===== src/rtl/ifd_cfg.svh =====
`ifndef IFD_CFG_SVH
`define IFD_CFG_SVH
// ===============================================
// field positions of the 16-bit instruction word
`define IFD_INSN_W      16
`define IFD_N_HI        11
`define IFD_N_LO        8
`define IFD_M_HI        7
`define IFD_M_LO        4
`define IFD_D4_HI       3
`define IFD_D12_HI      11
`define IFD_B8_HI       7
`define IFD_IDX_ZERO    4'h0
`endif


===== src/rtl/ifd_pkg.sv =====
package ifd_pkg;
   // ===============================================
   // operand format classes
   typedef enum logic [3:0] {
      IFD_FMT_ZERO = 4'h0,
      IFD_FMT_N    = 4'h1,
      IFD_FMT_M    = 4'h2,
      IFD_FMT_NM   = 4'h3,
      IFD_FMT_MD   = 4'h4,
      IFD_FMT_ND4  = 4'h5,
      IFD_FMT_NMD  = 4'h6,
      IFD_FMT_D    = 4'h7,
      IFD_FMT_D12  = 4'h8,
      IFD_FMT_ND8  = 4'h9,
      IFD_FMT_I    = 4'ha,
      IFD_FMT_NI   = 4'hb
   } ifd_fmt_t;

   // extension applied to displacement or immediate
   typedef enum logic [2:0] {
      IFD_EXT_NONE  = 3'h0,
      IFD_EXT_ZX1   = 3'h1,
      IFD_EXT_ZX2   = 3'h2,
      IFD_EXT_ZX4   = 3'h3,
      IFD_EXT_SX2   = 3'h4,
      IFD_EXT_SXIMM = 3'h5,
      IFD_EXT_ZXIMM = 3'h6,
      IFD_EXT_TRAP  = 3'h7
   } ifd_ext_t;

   // format hint from the opcode classifier
   typedef struct packed {
      ifd_fmt_t fmt;
      ifd_ext_t ext;
      logic     r0_dst;
      logic     r0_src;
      logic     gbr_base;
      logic     pc_rel;
      logic     mac_pair;
      logic     n_predec;
      logic     m_postinc;
   } ifd_class_t;

   // decoded operand bundle to the datapath
   typedef struct packed {
      ifd_fmt_t    fmt;
      logic        dst_vld;
      logic [3:0]  dst_idx;
      logic        src_vld;
      logic [3:0]  src_idx;
      logic [11:0] disp_raw;
      logic [7:0]  imm_raw;
      logic [31:0] operand_ext;
      logic        r0_dst;
      logic        r0_src;
      logic        gbr_base;
      logic        pc_rel;
      logic        mac_pair;
      logic        n_predec;
      logic        m_postinc;
   } ifd_dec_t;
endpackage


===== src/rtl/ifd_classify.sv =====
`timescale 1ns/1ps
`include "ifd_cfg.svh"
// ===============================================
// opcode classifier: picks the operand format
module ifd_classify
   import ifd_pkg::*;
(
   // instruction in
   input  wire logic [15:0]         insn,
   // format out
   output ifd_pkg::ifd_class_t      cls
);
   logic [3:0] op_hi;
   logic [3:0] op_lo;
   logic [7:0] op_mid;

   // opcode groups by top nibble
   always_comb begin
      op_hi  = insn[15:12];
      op_lo  = insn[3:0];
      op_mid = insn[7:0];
      cls    = '0;
      cls.fmt = IFD_FMT_ZERO;
      cls.ext = IFD_EXT_NONE;
      case (op_hi)
         4'h0: begin
            if (op_lo == 4'hf) begin
               cls.fmt = IFD_FMT_NM; // mac long
               cls.mac_pair = 1'b1;
               cls.m_postinc = 1'b1;
            end else if (op_lo == 4'h2 || op_lo == 4'h3 || op_lo == 4'ha) begin
               cls.fmt = (op_lo == 4'h3) ? IFD_FMT_M : IFD_FMT_N;
               cls.pc_rel = (op_lo == 4'h3) && insn[5];
            end else if (op_lo[3:2] == 2'b01 || op_lo[3:2] == 2'b11) begin
               cls.fmt = IFD_FMT_NM;
            end else if (op_lo == 4'h9 || op_lo == 4'hb || op_lo == 4'h8) begin
               cls.fmt = (op_lo == 4'h9 && insn[5]) ? IFD_FMT_N : IFD_FMT_ZERO;
            end else begin
               cls.fmt = IFD_FMT_ZERO;
            end
         end
         4'h1: begin
            cls.fmt = IFD_FMT_NMD;
            cls.ext = IFD_EXT_ZX4;
         end
         4'h4: begin
            if (op_lo == 4'hf) begin
               cls.fmt = IFD_FMT_NM; // word multiply-accumulate
               cls.mac_pair = 1'b1;
               cls.m_postinc = 1'b1;
            end else if (op_lo == 4'hc || op_lo == 4'hd) begin
               cls.fmt = IFD_FMT_NM;
            end else if (op_lo == 4'h3 || op_lo == 4'h2) begin
               cls.fmt = IFD_FMT_N;
               cls.n_predec = 1'b1;
            end else if (op_lo == 4'h7 || op_lo == 4'h6 || op_lo == 4'he || op_lo == 4'ha) begin
               cls.fmt = IFD_FMT_M;
               cls.m_postinc = op_lo[0];
            end else if (op_lo == 4'hb) begin
               cls.fmt = IFD_FMT_M;
            end else begin
               cls.fmt = IFD_FMT_N;
            end
         end
         4'h5: begin
            cls.fmt = IFD_FMT_NMD;
            cls.ext = IFD_EXT_ZX4;
         end
         4'h2, 4'h3, 4'h6: cls.fmt = IFD_FMT_NM;
         4'h7: begin
            cls.fmt = IFD_FMT_NI;
            cls.ext = IFD_EXT_SXIMM;
         end
         4'h8: begin
            case (insn[11:8])
               4'h0, 4'h1: begin
                  cls.fmt = IFD_FMT_ND4;
                  cls.r0_src = 1'b1;
                  cls.ext = insn[8] ? IFD_EXT_ZX2 : IFD_EXT_ZX1;
               end
               4'h4, 4'h5: begin
                  cls.fmt = IFD_FMT_MD;
                  cls.r0_dst = 1'b1;
                  cls.ext = insn[8] ? IFD_EXT_ZX2 : IFD_EXT_ZX1;
               end
               4'h8: begin
                  cls.fmt = IFD_FMT_I;
                  cls.r0_src = 1'b1;
                  cls.ext = IFD_EXT_SXIMM;
               end
               default: begin
                  cls.fmt = IFD_FMT_D;
                  cls.pc_rel = 1'b1;
                  cls.ext = IFD_EXT_SX2;
               end
            endcase
         end
         4'h9, 4'hd: begin
            cls.fmt = IFD_FMT_ND8;
            cls.pc_rel = 1'b1;
            cls.ext = (op_hi == 4'h9) ? IFD_EXT_ZX2 : IFD_EXT_ZX4;
         end
         4'ha, 4'hb: begin
            cls.fmt = IFD_FMT_D12;
            cls.pc_rel = 1'b1;
            cls.ext = IFD_EXT_SX2;
         end
         4'hc: begin
            case (insn[11:8])
               4'h3: begin
                  cls.fmt = IFD_FMT_I;
                  cls.ext = IFD_EXT_TRAP; // software trap op
               end
               4'h7: begin
                  cls.fmt = IFD_FMT_D;
                  cls.pc_rel = 1'b1;
                  cls.r0_dst = 1'b1;
                  cls.ext = IFD_EXT_ZX4;
               end
               4'h8, 4'h9, 4'ha, 4'hb, 4'hc, 4'hd, 4'he, 4'hf: begin
                  cls.fmt = IFD_FMT_I;
                  cls.ext = IFD_EXT_ZXIMM;
                  cls.gbr_base = insn[10];
                  cls.r0_src = 1'b1;
                  cls.r0_dst = (insn[9:8] != 2'b00) && !insn[10];
               end
               default: begin
                  cls.fmt = IFD_FMT_D;
                  cls.gbr_base = 1'b1;
                  cls.r0_dst = insn[10];
                  cls.r0_src = !insn[10];
                  cls.ext = (insn[9:8] == 2'b00) ? IFD_EXT_ZX1 :
                            (insn[9:8] == 2'b01) ? IFD_EXT_ZX2 : IFD_EXT_ZX4;
               end
            endcase
         end
         4'he: begin
            cls.fmt = IFD_FMT_NI;
            cls.ext = IFD_EXT_SXIMM;
         end
         default: cls.fmt = IFD_FMT_ZERO;
      endcase
      if (op_mid == 8'h00 && op_hi == 4'h0) begin
         cls = '0;
      end
   end
endmodule // ifd_classify


===== src/rtl/ifd_decoder.sv =====
`timescale 1ns/1ps
`include "ifd_cfg.svh"
// What this block does
// - instruction is a 16-bit word; zero format extracts no operand fields
// - opcode bits decide what each operand field means
// - destination-only: bits 11..8 destination, direct or pre-decremented pointer
// - source-only: bits 11..8 source, direct or post-incremented pointer
// - source-only register may be jump target or program-counter offset
// - base-displacement load: base 7..4, disp 3..0, into index-zero register
// - base-displacement store: base 7..4, disp 3..0, from index-zero register
// - three-field: registers 11..8 and 7..4, displacement 3..0
// - 8-bit displacement in bits 7..0 for base, pc-relative and branches
// - long branch: 12-bit displacement in bits 11..0, pc relative
// - register plus 8-bit displacement, pc-relative load into destination
// - immediate-only: 8-bit immediate in bits 7..0, incl. trap number
// - register plus immediate: register 11..8, immediate 7..0
// - 4-bit displacement zero-extended, scaled by one, two or four
// - 8 and 12-bit branch displacements sign-extended and doubled
// - immediate sign- or zero-extended by op; trap zero-extended times four
module ifd_decoder
   import ifd_pkg::*;
#(
   parameter int INSN_W = `IFD_INSN_W
) (
   // clock and reset
   input  wire logic               clk,
   input  wire logic               srst,
   // fetch side
   input  wire logic [15:0]        insn,
   input  wire logic               insn_vld,
   // datapath side
   output ifd_pkg::ifd_dec_t       dec,
   output logic                    dec_vld
);
   // widths other than 16 bits are refused at elaboration
   if (INSN_W != 16) begin : g_bad_width
      $error("ifd_decoder serves 16-bit words only");
   end

   ifd_class_t cls;
   ifd_dec_t   dec_r;
   ifd_dec_t   dec_nxt;
   logic       vld_r;
   logic       vld_nxt;

   // ===============================================
   // extension and scaling
   function automatic logic [31:0] ifd_extend(input ifd_ext_t e, input logic [11:0] f);
      logic [31:0] v;
      v = 32'h0;
      case (e)
         IFD_EXT_ZX1:   v = {28'h0, f[3:0]};
         IFD_EXT_ZX2:   v = {27'h0, f[3:0], 1'b0};
         IFD_EXT_ZX4:   v = {26'h0, f[3:0], 2'b00};
         IFD_EXT_SX2:   v = {{19{f[11]}}, f, 1'b0};
         IFD_EXT_SXIMM: v = {{24{f[7]}}, f[7:0]};
         IFD_EXT_ZXIMM: v = {24'h0, f[7:0]};
         IFD_EXT_TRAP:  v = {22'h0, f[7:0], 2'b00};
         default:       v = 32'h0;
      endcase
      return v;
   endfunction

   // ===============================================
   // opcode classifier
   ifd_classify u_cls (
      .insn (insn),
      .cls  (cls)
   );

   // ===============================================
   // field extraction
   always_comb begin
      logic [11:0] fld;
      logic [7:0]  ext8;
      fld     = 12'h0;
      ext8    = 8'h0;
      dec_nxt = '0;
      vld_nxt = insn_vld && !srst;
      dec_nxt.fmt       = cls.fmt;
      dec_nxt.r0_dst    = cls.r0_dst;
      dec_nxt.r0_src    = cls.r0_src;
      dec_nxt.gbr_base  = cls.gbr_base;
      dec_nxt.pc_rel    = cls.pc_rel;
      dec_nxt.mac_pair  = cls.mac_pair;
      dec_nxt.n_predec  = cls.n_predec;
      dec_nxt.m_postinc = cls.m_postinc;
      case (cls.fmt)
         IFD_FMT_ZERO: fld = 12'h0;
         IFD_FMT_N: begin
            dec_nxt.dst_vld = 1'b1;
            dec_nxt.dst_idx = insn[`IFD_N_HI:`IFD_N_LO];
         end
         IFD_FMT_M: begin
            dec_nxt.src_vld = 1'b1;
            dec_nxt.src_idx = insn[`IFD_N_HI:`IFD_N_LO];
         end
         IFD_FMT_NM: begin
            dec_nxt.dst_vld = !cls.mac_pair;
            dec_nxt.dst_idx = insn[`IFD_N_HI:`IFD_N_LO];
            dec_nxt.src_vld = 1'b1;
            dec_nxt.src_idx = insn[`IFD_M_HI:`IFD_M_LO];
         end
         IFD_FMT_MD: begin
            dec_nxt.src_vld = 1'b1;
            dec_nxt.src_idx = insn[`IFD_M_HI:`IFD_M_LO];
            dec_nxt.dst_vld = 1'b1;
            dec_nxt.dst_idx = `IFD_IDX_ZERO;
            fld = {8'h0, insn[`IFD_D4_HI:0]};
         end
         IFD_FMT_ND4: begin
            dec_nxt.dst_vld = 1'b1;
            dec_nxt.dst_idx = insn[`IFD_M_HI:`IFD_M_LO];
            dec_nxt.src_vld = 1'b1;
            dec_nxt.src_idx = `IFD_IDX_ZERO;
            fld = {8'h0, insn[`IFD_D4_HI:0]};
         end
         IFD_FMT_NMD: begin
            dec_nxt.dst_vld = 1'b1;
            dec_nxt.dst_idx = insn[`IFD_N_HI:`IFD_N_LO];
            dec_nxt.src_vld = 1'b1;
            dec_nxt.src_idx = insn[`IFD_M_HI:`IFD_M_LO];
            fld = {8'h0, insn[`IFD_D4_HI:0]};
         end
         IFD_FMT_D: begin
            fld = {4'h0, insn[`IFD_B8_HI:0]};
            dec_nxt.dst_vld = cls.r0_dst;
            dec_nxt.src_vld = cls.r0_src;
            if (cls.ext == IFD_EXT_SX2) begin
               fld = {{4{insn[7]}}, insn[`IFD_B8_HI:0]};
            end
         end
         IFD_FMT_D12: fld = insn[`IFD_D12_HI:0];
         IFD_FMT_ND8: begin
            dec_nxt.dst_vld = 1'b1;
            dec_nxt.dst_idx = insn[`IFD_N_HI:`IFD_N_LO];
            fld = {4'h0, insn[`IFD_B8_HI:0]};
         end
         IFD_FMT_I: begin
            ext8 = insn[`IFD_B8_HI:0];
            dec_nxt.dst_vld = cls.r0_dst;
            dec_nxt.src_vld = cls.r0_src;
         end
         IFD_FMT_NI: begin
            dec_nxt.dst_vld = 1'b1;
            dec_nxt.dst_idx = insn[`IFD_N_HI:`IFD_N_LO];
            ext8 = insn[`IFD_B8_HI:0];
         end
         default: fld = 12'h0;
      endcase
      dec_nxt.disp_raw = fld;
      dec_nxt.imm_raw  = ext8;
      if (cls.fmt == IFD_FMT_ZERO) begin
         dec_nxt.operand_ext = 32'h0;
      end else if (cls.fmt == IFD_FMT_I || cls.fmt == IFD_FMT_NI) begin
         dec_nxt.operand_ext = ifd_extend(cls.ext, {4'h0, ext8});
      end else begin
         dec_nxt.operand_ext = ifd_extend(cls.ext, fld);
      end
      if (srst) begin
         dec_nxt = '0;
      end
   end

   // ===============================================
   // output register: result one clock after accept
   always_ff @(posedge clk) begin
      dec_r <= dec_nxt;
      vld_r <= vld_nxt;
   end

   assign dec     = dec_r;
   assign dec_vld = vld_r;

   // ===============================================
   // checks
   property p_vld_follow;
      @(posedge clk) disable iff (srst) insn_vld |=> dec_vld;
   endproperty
   a_vld_follow: assert property (p_vld_follow) else $error("valid lost");

   property p_ni_fields;
      @(posedge clk) disable iff (srst)
         (insn[15:12] == 4'h7) |=> (dec.dst_idx == $past(insn[11:8]))
            && (dec.imm_raw == $past(insn[7:0]));
   endproperty
   a_ni_fields: assert property (p_ni_fields) else $error("ni fields wrong");

   property p_d12;
      @(posedge clk) disable iff (srst)
         (insn[15:13] == 3'b101) |=> dec.disp_raw == $past(insn[11:0])
            && dec.operand_ext[12:1] == $past(insn[11:0]);
   endproperty
   a_d12: assert property (p_d12) else $error("long branch disp wrong");

   property p_md_r0;
      @(posedge clk) disable iff (srst)
         (dec.fmt == IFD_FMT_MD) |-> dec.dst_idx == 4'h0 && dec.disp_raw[11:4] == 8'h0;
   endproperty
   a_md_r0: assert property (p_md_r0) else $error("load not to index zero");

   property p_nd4_r0;
      @(posedge clk) disable iff (srst)
         (dec.fmt == IFD_FMT_ND4) |-> dec.src_idx == 4'h0;
   endproperty
   a_nd4_r0: assert property (p_nd4_r0) else $error("store not from index zero");

   property p_nmd;
      @(posedge clk) disable iff (srst)
         (insn[15:12] == 4'h1) |=> dec.src_idx == $past(insn[7:4])
            && dec.operand_ext == {26'h0, $past(insn[3:0]), 2'b00};
   endproperty
   a_nmd: assert property (p_nmd) else $error("nmd fields wrong");

   property p_trap;
      @(posedge clk) disable iff (srst)
         (insn[15:8] == 8'hc3) |=> dec.operand_ext == {22'h0, $past(insn[7:0]), 2'b00};
   endproperty
   a_trap: assert property (p_trap) else $error("trap scaling wrong");

   property p_zero;
      @(posedge clk) disable iff (srst)
         (dec.fmt == IFD_FMT_ZERO) |-> !dec.dst_vld && !dec.src_vld;
   endproperty
   a_zero: assert property (p_zero) else $error("zero format has operands");
endmodule // ifd_decoder


===== config.mk =====
export PLATFORM = sky130hd
export DESIGN_NAME = ifd_decoder
export DESIGN_NICKNAME = d
export VERILOG_FILES = /design/src/rtl/ifd_pkg.sv /design/src/rtl/ifd_classify.sv /design/src/rtl/ifd_decoder.sv
export VERILOG_INCLUDE_DIRS = /design/src /design/src/rtl
export SDC_FILE = /design/constraint.sdc
export NUM_CORES = 1
export LEC_CHECK = 0
export ABC_AREA = 1
export BUFFER_PORTS_ARGS = -buffer_cell sky130_fd_sc_hd__clkbuf_2
export CAP_MARGIN = 20
export CORE_UTILIZATION = 27
export DETAILED_ROUTE_END_ITERATION = 16
export GPL_TIMING_DRIVEN = 0
export PLACE_DENSITY = 0.51
export SYNTH_ARGS = -nofsm -noshare
export SYNTH_HDL_FRONTEND = slang
export SYNTH_SLANG_ARGS = --single-unit

===== constraint.sdc =====
create_clock -name clk -period 1.9 [get_ports clk]
set_input_delay 0.19 -clock clk [delete_from_list [all_inputs] [get_ports clk]]
set_output_delay 0.19 -clock clk [all_outputs]
set_load 0.1 [all_outputs]

==> flow_summary_export.csv <==
group,metric,value,unit
timing,drv_slew,0,
global_routing,grt_pass1_vias,2571,
pwr,power.density,844,nW/um^2
timing,rsz0062_at_grt,"no",
detailed_routing,drc_errors,0,
timing,timing.fmax,611,MHz
min_path,hp-class,"input pin to register",
logic_synthesis,syn_avg_cell_area,7.10,sq um
worst_setup_path,slowest_delay,0.53,ns
timing,hold_viol_final,0,
pwr,ir_worst_vdd,0.285,mV
pwr,power_switching,0.00117,W
logic_synthesis,synth_top_area_share,39.3,%
floorplanning,die_x,104,um
finish,nets,506,
worst_setup_path,crit_chain,"buf_4 -> clkbuf_2",
timing,post-route-period-util,86.2,%
clocking,postCtsHoldBufs,0,
global_routing,grt_util_all_layers,15.0,%
floorplanning,rows,36,
logic_synthesis,synth.area.top_cells,"dfxtp_1 (39%), nand2_1 (13%), nor2_1 (5.9%)",
logic_synthesis,syn_nets,414,
logic_synthesis,synth-edff-count,0,
finish,antennaDiodeCount,0,
worst_setup_path,cp_top_family,"buffers and inverters",
logic_synthesis,synth_async_sr_flop_share,0,%
clocking,cts-root-buf,"clkbuf_8",
global_routing,grt_pass1_wl,12900,um
logic_synthesis,yosys_warnings,0,
placement,io_buffers,85,
detailed_routing,drtPass1Iterations,4,
logic_synthesis,syn_area,2800,sq um
floorplanning,core,9910,sq um
worst_setup_path,critical_path_buf_inv_count,2,
worst_setup_path,criticalPathCategory,"register to primary output",
pwr,pwr-share-seq,41.2,%
clocking,cts_max_level,2,
logic_synthesis,ys_seq_area_share,39.3,%
logic_synthesis,synth_cell_types,35,
placement,place_hpwl,6280,um
logic_synthesis,synth_top_cell_by_area,"dfxtp_1",
logic_synthesis,ys_ff_latch,55,
finish,drive_gt1_share,35.5,%
logic_synthesis,yosysMostFrequentCell,"nand2_1",
logic_synthesis,syn_inst,395,
clocking,cts_inserted_buffers,5,
worst_setup_path,cp_slowest_cell,"dfxtp_2",
pwr,p_leak,1.86,nW
pwr,fin_total_pwr,0.00297,W
floorplanning,io_pins,93,
timing,tightest_slew,0.574,ns
clocking,clk_pin_slew_worst_paths,0.09,ns
pwr,internal_power,0.00180,W
clocking,clock_path_buffers,2,
floorplanning,start_util,28.3,%
pwr,clkPwrFrac,27.1,%
run_status,status,"finished, final reports clean",
worst_setup_path,cp.required,1.71,ns
clocking,cts_resized,0,
finish,syn2layout_area_growth,25.3,%
clocking,cts_tree,"yes",
timing,slew_headroom,61.7,%
detailed_routing,via_per_inst,4.48,
pwr,p_sw_share,39.4,%
logic_synthesis,synthTopCellsByCount,"nand2_1 (95), dfxtp_1 (55), nor2_1 (44), inv_1 (34), nand3_1 (30)",
worst_setup_path,worst_setup_path_start_kind,"register",
detailed_routing,routedWlPerCell,12.6,um
timing,setup_viol_count_final,0,
global_routing,antenna_found_initial,0,
floorplanning,die_y,104,um
detailed_routing,ant_nets,0,
timing,finalCriticalPeriod,1.64,ns
worst_setup_path,end_kind,"primary output",
timing,finalSetupTns,0,ns
clocking,cts.sinks,55,
worst_setup_path,crit_fanout,20,
detailed_routing,drtIter0Drc,142,
floorplanning,dieArea,10800,sq um
placement,gp_congestion,0.850,
flow_run,max_cap_viol_count,0,
clocking,cts_setup_buffers,0,
pwr,comb_power_share,31.7,%
detailed_routing,vias,2783,
global_routing,grt-ovfl-total,0,
global_routing,grt_max_degree,21,
worst_setup_path,worst-endpoint-arrival,1.45,ns
detailed_routing,wirelength,7830,um
logic_synthesis,ys.flop_type,"dfxtp_1",
[worst paths after layout]
check	start	endpoint	slack (ns)	depth (start not counted)
worst max-delay path	dec[37]	dec[27]	0.26	2
worst min-delay path	insn_vld	dec_vld	0.06	3
[cell usage in the layout, fill, tap and decap left out, types with 2 or more instances in the layout]
| cell | count |
|---|---|
| inv_1 | 34 |
| o21ai_0 | 7 |
| nand2_1 | 95 |
| inv_2 | 11 |
| nand3_1 | 30 |
| buf_4 | 20 |
| dfxtp_1 | 54 |
| nor2_4 | 6 |
| nor2_1 | 44 |
| buf_2 | 4 |
| o21ai_1 | 2 |
| clkbuf_1 | 4 |
| nand2_4 | 2 |
| a21oi_1 | 14 |
| nor3_1 | 11 |
| nand2_2 | 13 |
| nand3_2 | 4 |
| clkbuf_8 | 6 |
| a21oi_2 | 3 |
| nand4_1 | 7 |
| clkbuf_2 | 86 |
| a31oi_1 | 3 |
| nor4_1 | 3 |
| nor2_2 | 10 |
[power by group through the flow]
stage	Sequential, W	Combinational (W)	Clock [W]
final	0.00122	0.000940	0.000805
after detailed placement	0.00125	0.000943	0
after global routing	0.00123	0.000997	0.000873
after floorplan	0.00163	0.000385	0
after CTS	0.00122	0.000943	0.000824
after global placement	0.00125	0.000942	0
[per-stage QoR]
stage	hold WS [ns]	setup slack, ns	instance area, sq um	utilization (%)	instances
detailed placement	0.391	0.0657	3400	34.3	613
global route	0.0584	0.181	3510	35.5	621
CTS	0.0548	0.0176	3510	35.5	621
finish	0.0609	0.262	3510	35.5	621
global placement	0.388	0.0823	3400	34.3	613
floorplan	0.297	0.0304	2800	-	395
[metal layers]
| layer | GRT usage [%] | wire [um] | vias to the layer above |
|---|---|---|---|
| met2 | 24.2 | 3530 | 92 |
| met1 | 19.8 | 3680 | 1256 |
| met3 | 2.51 | 461 | 11 |
| li1 | - | - | 1424 |
| met4 | 6.02 | 170 | 0 |
| met5 | 0 | 0 | - |
[cells by family (layout without fill, tap and decap cells)]
| group | after synthesis | count (layout) | synth area share (%) |
|---|---|---|---|
| simple gates | 231 | 231 | 40.7 |
| compound gates | 33 | 33 | 6.83 |
| buf+inv | 76 | 169 | 13.2 |
| flops | 55 | 55 | 39.3 |
[sequential cells by signal, indices dropped and copies added, names as in the netlist]
register,count
dec,54
dec_vld,1
[cell type report]
cell class / instances / area [sq um]
Buffer: 29 / 190
Clock buffer: 6 / 82.6
Clock inverter: 2 / 35.0
Fill cell: 1110 / 6390
Inverter: 47 / 179
Multi-Input combinational cell: 264 / 1330
Sequential cell: 55 / 1100
Tap cell: 133 / 166
Timing Repair Buffer: 85 / 425
Power figures use the tool's default switching activity.
